`config.mk`:
```
export PLATFORM = sky130hd
export DESIGN_NAME = eeprom_array_host
export DESIGN_NICKNAME = d
export VERILOG_FILES = /design/src/core/eeprom_host_pkg.sv /design/src/core/eeprom_array_host.sv /design/src/core/interval_timer.sv
export SDC_FILE = /design/constraint.sdc
export NUM_CORES = 1
export LEC_CHECK = 0
export BUFFER_PORTS_ARGS = -buffer_cell sky130_fd_sc_hd__buf_2
export CAP_MARGIN = 5
export CORE_MARGIN = 1.5
export CORE_UTILIZATION = 56
export CTS_CLUSTER_DIAMETER = 60
export DETAILED_ROUTE_END_ITERATION = 12
export PLACE_DENSITY = 0.77
export SYNTH_ARGS = -nofsm -noshare
export SYNTH_HDL_FRONTEND = slang
export SYNTH_HIERARCHICAL = 1
export SYNTH_SLANG_ARGS = --single-unit
export TNS_END_PERCENT = 10
```
`constraint.sdc`:
```
create_clock -name sys_clk -period 4.4 [get_ports sys_clk]
set_clock_uncertainty 0.2 [all_clocks]
set_input_delay 0.44 -clock sys_clk [delete_from_list [all_inputs] [get_ports sys_clk]]
set_output_delay 0.44 -clock sys_clk [all_outputs]
set_load 0.05 [all_outputs]
```
`src/core/eeprom_host_pkg.sv`:
```
// Shared constants and carrier types for the EEPROM array write controller.
// Assumes a single 100 MHz system clock and byte-wide devices on one wired ready line.
package eeprom_host_pkg;

  // Clock and timing figures, each in its own unit.
  localparam int CLK_PERIOD_NS = 10;
  localparam int T_BUSY_NS     = 75;
  localparam int T_WRITE_MS    = 20;
  localparam int T_WE_LOW_NS   = 100;
  localparam int T_READ_NS     = 200;
  localparam int NS_PER_MS     = 1000000;

  // Least times round up to whole cycles.
  localparam int BUSY_CYC   = (T_BUSY_NS + CLK_PERIOD_NS - 1) / CLK_PERIOD_NS;
  localparam int WE_LOW_CYC = (T_WE_LOW_NS + CLK_PERIOD_NS - 1) / CLK_PERIOD_NS;
  localparam int READ_CYC   = (T_READ_NS + CLK_PERIOD_NS - 1) / CLK_PERIOD_NS;
  localparam int WRITE_CYC  = T_WRITE_MS * (NS_PER_MS / CLK_PERIOD_NS);
  localparam int TIMEOUT_MULT = 2;

  // Array geometry defaults and widths.
  localparam int NDEV_DEF  = 16;
  localparam int DEV_AW    = 11;
  localparam int ARR_AW    = 16;
  localparam int LEN_W     = 16;
  localparam int DW        = 8;
  localparam int TMR_W     = 23;
  localparam int BLK_LEN_DEF = 100;
  localparam int NBLK_DEF    = 20;

  // First byte of an unused message block.
  localparam logic [DW-1:0] EMPTY_MARK = 8'hFF;

  typedef enum logic { OP_WRITE_BLOCK, OP_FIND_EMPTY } op_t;

  typedef struct packed {
    op_t               op;
    logic [ARR_AW-1:0] base;
    logic [LEN_W-1:0]  len;
  } cmd_t;

  typedef struct packed {
    logic              done;
    logic              timeout;
    logic              found;
    logic [ARR_AW-1:0] found_addr;
  } result_t;

endpackage

```
`src/core/eeprom_array_host.sv`:
```
// Host-side controller for an interleaved array of self-timed byte-write EEPROMs.
// Assumes all device ready/busy outputs are wired into one pulled-up line sampled on rdy_i.
`timescale 1ns/10ps
`default_nettype none
module eeprom_array_host
  import eeprom_host_pkg::*;
#(
  parameter int NDEV        = NDEV_DEF,
  parameter int BLK_LEN     = BLK_LEN_DEF,
  parameter int NBLK        = NBLK_DEF,
  parameter int WRITE_TIME  = WRITE_CYC,
  parameter int TIMEOUT_CYC = TIMEOUT_MULT * WRITE_CYC
) (
  input  wire logic              sys_clk,     // System clock, 100 MHz.
  input  wire logic              rstn,        // Synchronous reset, active low.
  input  wire logic              ce,          // Clock enable; freezes all state when low.
  input  wire cmd_t              cmd,         // Command: operation, base address, length.
  input  wire logic              cmd_valid,   // Command offered.
  output logic                   cmd_ready,   // Command taken when both high.
  input  wire logic [DW-1:0]     wr_data,     // Write byte stream.
  input  wire logic              wr_valid,    // Write byte offered.
  output logic                   wr_ready,    // Write byte taken when both high.
  output result_t                result,      // Completion pulse and outcome.
  output logic                   rdy_rise,    // Pulse on shared ready line rising.
  output logic [DEV_AW-1:0]      dev_addr,    // Address to the devices.
  output logic [NDEV-1:0]        cs_n,        // Per-device chip selects, active low.
  output logic                   we_n,        // Write strobe, active low.
  output logic                   oe_n,        // Output enable, active low.
  output logic [DW-1:0]          data_o,      // Data bus, driven value.
  output logic                   data_oe,     // Data bus driven when high.
  input  wire logic [DW-1:0]     data_i,      // Data bus, sensed value.
  input  wire logic              rdy_i        // Wired ready line, high when all idle.
);
  localparam int LG        = $clog2(NDEV);
  localparam int WE_LOW_N  = WE_LOW_CYC;

  typedef enum logic [3:0] {
    ST_IDLE, ST_WAIT_RDY, ST_W_LOAD, ST_W_SETUP, ST_W_STB, ST_W_HOLD,
    ST_SETTLE, ST_R_ADDR, ST_R_CHECK, ST_DONE
  } st_t;

  typedef struct packed {
    st_t               st;
    op_t               op;
    logic [ARR_AW-1:0] addr;
    logic [LEN_W-1:0]  remain;
    logic [LEN_W-1:0]  blk;
    logic [DW-1:0]     wdata;
    logic [DW-1:0]     rd_byte;
    logic [NDEV-1:0]   cs_n;
    logic [NDEV-1:0]   dev_mask;
    logic              we_n;
    logic              oe_n;
    logic              data_oe;
    logic              first;
    logic              rdy_q;
    logic              rdy_rise;
    result_t           res;
  } host_state_t;

  host_state_t st_r;
  host_state_t st_nxt;

  logic              t_load;
  logic [TMR_W-1:0]  t_val;
  logic              t_exp;
  logic              to_load;
  logic              to_exp;
  logic [LG-1:0]     next_dev;
  logic [LG-1:0]     cur_dev;

  function automatic logic [NDEV-1:0] dev_sel(input logic [ARR_AW-1:0] a);
    return ~(NDEV'(1) << a[LG-1:0]);
  endfunction

  assign cur_dev  = st_r.addr[LG-1:0];
  assign next_dev = LG'(st_r.addr + ARR_AW'(1));

  always_comb begin
    st_nxt = st_r;
    t_load = 1'b0;
    t_val = '0;
    to_load = 1'b0;
    cmd_ready = 1'b0;
    wr_ready = 1'b0;
    st_nxt.res.done = 1'b0;
    st_nxt.rdy_rise = rdy_i & ~st_r.rdy_q;
    st_nxt.rdy_q = rdy_i;
    case (st_r.st)
      ST_IDLE: begin
        cmd_ready = 1'b1;
        if (cmd_valid) begin
          st_nxt.op = cmd.op;
          st_nxt.addr = cmd.base;
          st_nxt.remain = cmd.len;
          st_nxt.blk = '0;
          st_nxt.res = '0;
          st_nxt.first = 1'b1;
          st_nxt.st = ST_WAIT_RDY;
          to_load = 1'b1;
        end
      end
      ST_WAIT_RDY: begin
        if (rdy_i) begin
          st_nxt.dev_mask = '0;
          if (st_r.op == OP_FIND_EMPTY) begin
            st_nxt.cs_n = dev_sel(st_r.addr);
            st_nxt.oe_n = 1'b0;
            t_load = 1'b1;
            t_val = TMR_W'(READ_CYC - 1);
            st_nxt.st = ST_R_ADDR;
          end else begin
            st_nxt.st = (st_r.remain == '0) ? ST_DONE : ST_W_LOAD;
          end
        end else if (to_exp) begin
          // a stuck busy line ends the command with a timeout.
          st_nxt.res.timeout = 1'b1;
          st_nxt.st = ST_DONE;
        end
      end
      ST_W_LOAD: begin
        wr_ready = 1'b1;
        if (wr_valid) begin
          st_nxt.wdata = wr_data;
          st_nxt.data_oe = 1'b1;
          st_nxt.cs_n = dev_sel(st_r.addr);
          st_nxt.st = ST_W_SETUP;
        end
      end
      ST_W_SETUP: begin
        // strobe falls fresh for each byte.
        st_nxt.we_n = 1'b0;
        t_load = 1'b1;
        t_val = TMR_W'(WE_LOW_CYC - 1);
        st_nxt.st = ST_W_STB;
      end
      ST_W_STB: begin
        if (t_exp) begin
          st_nxt.we_n = 1'b1;
          st_nxt.dev_mask = st_r.dev_mask | ~st_r.cs_n;
          st_nxt.st = ST_W_HOLD;
        end
      end
      ST_W_HOLD: begin
        // data held through the strobe rise, released after.
        st_nxt.data_oe = 1'b0;
        st_nxt.cs_n = '1;
        st_nxt.addr = st_r.addr + ARR_AW'(1);
        st_nxt.remain = st_r.remain - LEN_W'(1);
        st_nxt.first = 1'b0;
        // a burst ends before it would wrap to a device already hit.
        if (st_r.remain == LEN_W'(1) || next_dev == '0) begin
          t_load = 1'b1;
          t_val = TMR_W'(BUSY_CYC - 1);
          st_nxt.st = ST_SETTLE;
        end else begin
          st_nxt.st = ST_W_LOAD;
        end
      end
      ST_SETTLE: begin
        // give busy time to appear before ready is trusted.
        if (t_exp) begin
          st_nxt.first = 1'b1;
          to_load = 1'b1;
          st_nxt.st = ST_WAIT_RDY;
        end
      end
      ST_R_ADDR: begin
        if (t_exp) begin
          st_nxt.rd_byte = data_i;
          st_nxt.cs_n = '1;
          st_nxt.oe_n = 1'b1;
          st_nxt.st = ST_R_CHECK;
        end
      end
      ST_R_CHECK: begin
        // first byte FF marks an empty block.
        if (st_r.rd_byte == EMPTY_MARK) begin
          st_nxt.res.found = 1'b1;
          st_nxt.res.found_addr = st_r.addr;
          st_nxt.st = ST_DONE;
        end else if (st_r.blk == LEN_W'(NBLK - 1)) begin
          st_nxt.st = ST_DONE;
        end else begin
          st_nxt.blk = st_r.blk + LEN_W'(1);
          st_nxt.addr = st_r.addr + ARR_AW'(BLK_LEN);
          st_nxt.cs_n = dev_sel(st_r.addr + ARR_AW'(BLK_LEN));
          st_nxt.oe_n = 1'b0;
          t_load = 1'b1;
          t_val = TMR_W'(READ_CYC - 1);
          st_nxt.st = ST_R_ADDR;
        end
      end
      ST_DONE: begin
        st_nxt.res.done = 1'b1;
        st_nxt.st = ST_IDLE;
      end
      default: begin
        st_nxt.st = ST_IDLE;
      end
    endcase
  end

  always_ff @(posedge sys_clk) begin
    if (!rstn) begin
      // strobes and selects held inactive through reset.
      st_r <= '0;
      st_r.cs_n <= '1;
      st_r.we_n <= 1'b1;
      st_r.oe_n <= 1'b1;
      // The pulled-up ready line idles high, so no false completion edge follows reset.
      st_r.rdy_q <= 1'b1;
    end else if (ce) begin
      st_r <= st_nxt;
    end
  end

  interval_timer #(.W(TMR_W)) u_step_tmr (
    .sys_clk  (sys_clk),
    .rstn     (rstn),
    .ce       (ce),
    .load     (t_load),
    .load_val (t_val),
    .expired  (t_exp)
  );

  interval_timer #(.W(TMR_W)) u_busy_tmr (
    .sys_clk  (sys_clk),
    .rstn     (rstn),
    .ce       (ce),
    .load     (to_load),
    .load_val (TMR_W'(TIMEOUT_CYC - 1)),
    .expired  (to_exp)
  );

  assign result   = st_r.res;
  assign rdy_rise = st_r.rdy_rise;
  assign dev_addr = st_r.addr[LG +: DEV_AW];
  assign cs_n     = st_r.cs_n;
  assign we_n     = st_r.we_n;
  assign oe_n     = st_r.oe_n;
  assign data_o   = st_r.wdata;
  assign data_oe  = st_r.data_oe;
endmodule // eeprom_array_host
`default_nettype wire

```
`src/core/interval_timer.sv`:
```
// Down-counting interval timer: load a count, expired is high once it reaches zero.
// Assumes the loader holds its own state while waiting for expired.
`timescale 1ns/10ps
`default_nettype none
module interval_timer #(
  parameter int W = 23
) (
  input  wire logic         sys_clk,   // System clock.
  input  wire logic         rstn,      // Synchronous reset, active low.
  input  wire logic         ce,        // Clock enable.
  input  wire logic         load,      // Load pulse.
  input  wire logic [W-1:0] load_val,  // Count to load.
  output logic              expired    // Count is zero.
);
  typedef struct packed {
    logic [W-1:0] cnt;
  } tmr_state_t;

  tmr_state_t tmr_r;
  tmr_state_t tmr_nxt;

  always_comb begin
    tmr_nxt = tmr_r;
    if (load) begin
      tmr_nxt.cnt = load_val;
    end else if (tmr_r.cnt != '0) begin
      tmr_nxt.cnt = tmr_r.cnt - W'(1);
    end
  end

  always_ff @(posedge sys_clk) begin
    if (!rstn) begin
      tmr_r <= '0;
    end else if (ce) begin
      tmr_r <= tmr_nxt;
    end
  end

  assign expired = (tmr_r.cnt == '0);
endmodule // interval_timer
`default_nettype wire

```
==> impl_table.tex <==
\begin{tabular}{lr}
\hline
Metric & Value \\
\hline
\multicolumn{2}{l}{\textbf{Route}} \\
Wire length reported by the detailed router & 23600 µm \\
WL per Instance & 16.0 µm \\
Via count of the routed design & 8981 \\
Post-DR vias/cell & between 6 and 7 \\
Initial drt markers & approximately 770 \\
Post-route antenna net violation count & 0 \\
Number of detailed-routing iterations run before antenna repair & 5 \\
DRC & 0 \\
\multicolumn{2}{l}{\textbf{CTS}} \\
Buffer type at the clock tree root & clkbuf\_16 \\
Clock Latency Late Sink & 0.44 ns \\
PostCTS Resize Cnt & 0 \\
Clock Tree Buf Depth & 2 \\
H-tree lvl count & 4 \\
CTS Hold Buffers Added & 0 \\
Inserted Clock Buffers & 17 \\
Number of clock sinks & 155 \\
CTS tree & done \\
Number of buffers inserted to repair setup after CTS & 0 \\
Clk slew on worst S/H paths & roughly 0.07 ns \\
\multicolumn{2}{l}{\textbf{Critical path}} \\
Critical Path AT & roughly 4.3 ns \\
Buffers plus inverters on the worst setup path & 0 \\
Category of the worst setup path capture point & flop \\
Slowest Stage Delay on Critical Path & a little under 0.7 ns \\
Cell with the biggest individual delay on the critical path & or4b\_2 \\
Largest driver fanout on the critical path & 16 \\
Series of cell instances along the critical path & ha\_1 > nor4b\_1 > and4\_1 > nor2\_1 > a32o\_1 > or3\_2 > or4b\_2 > nor4\_4 > a21oi\_2 > and3\_1 > a31o\_1 \\
Data required, critical path & 4.53 ns \\
Launching element type of the critical path & flop \\
Critical path class & flop to flop \\
Worst path top cell family by delay & simple AND/OR/NAND/NOR gates \\
\multicolumn{2}{l}{\textbf{Logic synthesis}} \\
Number of synthesis warnings & 6 \\
Mapped Cells & approximately 1200 \\
Number of storage elements in the synthesis netlist & 155 \\
Fraction of registers with async set or reset after synthesis & 0\% \\
Count of distinct cell types in the synthesized netlist & 81 \\
Largest area contributor in the synthesized netlist & dfxtp\_1 \\
Area of the mapped netlist & 9370 µm² \\
Synthesized area per cell & 7.88 µm² \\
Ranking of synthesized cells by area & dfxtp\_1 (33\%), nor2\_1 (5.3\%), a21oi\_1 (4.8\%), nand2\_1 (4.6\%), buf\_4 (4.4\%) \\
Post-synth EDFFs & 0 \\
Main synth FF type & dfxtp\_1 \\
Portion of the post-synthesis area used by sequential elements & roughly a third \\
Share of the synthesized area in the top cell type & around 33\% \\
\multicolumn{2}{l}{\textbf{Global route}} \\
Overall track demand over capacity in global routing & a little over a quarter \\
First-pass GRT wire length & 39100 µm \\
Via count of the first global-routing pass & 8157 \\
Busiest metal layer after global routing & met2 \\
Met3 Use GR & 5.57\% \\
Initial antenna violation count & 0 \\
Met1 Use GR & 35.1\% \\
Grt total ovfl & 0 \\
Maximum number of pins on one net before global-route repair & between 60 and 70 \\
Routing usage on met2 & 43.1\% \\
\multicolumn{2}{l}{\textbf{Timing}} \\
Final count of hold timing violations & 0 \\
Actual slew at the worst max-slew pin & 0.961 ns \\
Fin crit period & 4.15 ns \\
Setup total negative slack & 0 ns \\
F\_max & 241 MHz \\
Count of final setup violators & 0 \\
Hold slack & 0.0266 ns \\
Slew Limit Fails & 0 \\
Final worst path period share & between 90\% and 100\% \\
Setup repair after global routing missed its margin & false \\
Slew Limit Headroom & 35.9\% \\
\multicolumn{2}{l}{\textbf{Final layout}} \\
Number of standard cells in the layout, taps in and fillers out & 1478 \\
Area Overhead vs Synth & 10.3\% \\
Final Net Count & 1314 \\
Top library cells by usage in the layout, fill and taps aside & dfxtp\_1 (155), nor2\_1 (133), nand2\_1 (116), buf\_2 (114), a21oi\_1 (90) \\
Number of diodes added for antenna fixing & 0 \\
Most common cell after layout, fill and taps aside & dfxtp\_1 \\
Total of fill cells in the finished design & 1482 \\
Total area of multi-input combinational cells & 5510 µm² \\
Total area of sequential cells & 3100 µm² \\
Fraction of layout cells with a size suffix above 1 & 17.9\% \\
Final core utilization & a little over three fifths \\
\multicolumn{2}{l}{\textbf{Floorplanning}} \\
Initial core utilization & a little under three fifths \\
Horizontal die dimension & $\sim$130 µm \\
Placement Rows & 47 \\
I/O pin total & 115 \\
Height of the chip & 132 µm \\
Floorplan core area & 16500 µm² \\
Area enclosed by the die boundary & 17500 µm² \\
\multicolumn{2}{l}{\textbf{Placement}} \\
Number of instances in the placed design & 1446 \\
Total half-perimeter wirelength after legalization and detailed placement & about 16000 µm \\
GP Congestion & 0.914 \\
Count of port buffers added during placement & 114 \\
\multicolumn{2}{l}{\textbf{Outcome}} \\
Result of the run & finished, final reports clean \\
\multicolumn{2}{l}{\textbf{Pwr}} \\
Maximum VDD drop & 335 µV \\
Pwr/cell area & 525 nW/µm² \\
Design Power & 5.43 mW \\
Static leakage & 3.84 nW \\
\multicolumn{2}{l}{\textbf{Worst hold path}} \\
Worst hold path type & primary input to flop \\
\multicolumn{2}{l}{\textbf{Job}} \\
\# Max-Cap Violations & 0 \\
\hline
\end{tabular}
==> layout make-up <==
type,count,area share [%]
inverters,29,1.05
well taps,220,2.66
clock inverters,15,1.94
multi-input cells,909,53.3
flip-flops and latches,155,30.0
repair buffers,133,6.90
clock buffers,17,4.12
==> worst reg2reg max path: cells and delay by family, from the launching register on <==
kind	cells	cell delay, ns
AND/OR/NAND/NOR	7	2.47
AO/OA/AOI/OAI	3	0.77
flip-flops	1	0.38
adder cells (fa/ha/maj)	1	0.22
==> sequential cells by signal, indices dropped and copies added, names as in the netlist, 4 cells and up <==
register,flops
result,19
u_busy_tmr/tmr_r,23
dev_addr,11
data_o,8
st_r,47
u_step_tmr/tmr_r,23
cur_dev,4
cs_n,16
==> kinds of logic (layout without fill, tap and decap cells) <==
| group | after synthesis | in the layout | share of synthesized area (%) |
|---|---|---|---|
| AO/OA/AOI/OAI | 340 | 340 | 24.5 |
| XOR/XNOR | 8 | 8 | 0.748 |
| adder cells (fa/ha/maj) | 14 | 14 | 1.87 |
| buffers and inverters | 165 | 194 | 9.71 |
| flip-flops | 155 | 155 | 33.1 |
| multiplexers | 33 | 33 | 3.52 |
| other | 2 | 41 | 0.0801 |
| AND/OR/NAND/NOR | 473 | 473 | 26.5 |
==> report_power, final <==
| group | total, mW | internal [mW] | switching, mW |
|---|---|---|---|
| logic | 2.11 | 0.799 | 1.31 |
| registers | 1.75 | 1.56 | 0.189 |
| clock network | 1.58 | 0.913 | 0.663 |
==> per-stage QoR <==
step | worst slack, ns | instance area, µm²
2_1_floorplan | 0.756 | 9520
3_3_place_gp | 0.427 | 9710
3_5_place_dp | 0.350 | 9710
4_1_cts | 0.304 | 10300
5_1_grt | 0.0447 | 10300
6_report | 0.250 | 10300
==> Yosys cell counts, types with 4 or more instances <==
library cell	instances
a21oi_2	18
a22o_1	7
nand2b_1	5
a32o_1	7
o211ai_1	11
nor4_4	8
buf_2	4
o21a_1	4
o41ai_1	9
a21oi_1	90
or2_2	4
xor2_1	7
and3_1	21
ha_1	14
a22oi_1	22
nand3b_1	11
nand4b_1	4
o32ai_1	8
mux2i_1	33
o21ai_0	55
nor2_1	133
o31ai_1	9
inv_1	28
buf_4	55
nor4b_1	4
nor4_1	19
a32oi_1	6
o21ai_1	17
nor3_1	35
nand4_1	11
dfxtp_1	155
or4_1	14
buf_6	6
clkbuf_1	67
or3_1	12
nand3_1	46
and2_1	9
o21ai_2	12
a31o_1	8
a211oi_1	8
nand2_1	116
a31oi_1	16
==> layer usage <==
layer | routed length (µm) | share of wire [%]
met1 | 10600 | 45
met2 | 10900 | 46
met3 | 1460 | 6.2
met4 | 625 | 2.6
met5 | 0 | 0
==> path summary, 6_finish.rpt <==
path,slack [ns],start,depth (start not counted),to
setup / recovery,0.25,st_r[73],11,u_step_tmr/tmr_r[4]
hold / removal,0.03,wr_data[5],3,data_o[5]
setup reg to reg,0.25,st_r[73],11,u_step_tmr/tmr_r[4]
hold reg to reg,0.26,result[16],2,result[16]
No activity file was read; power rests on OpenSTA's default activity.
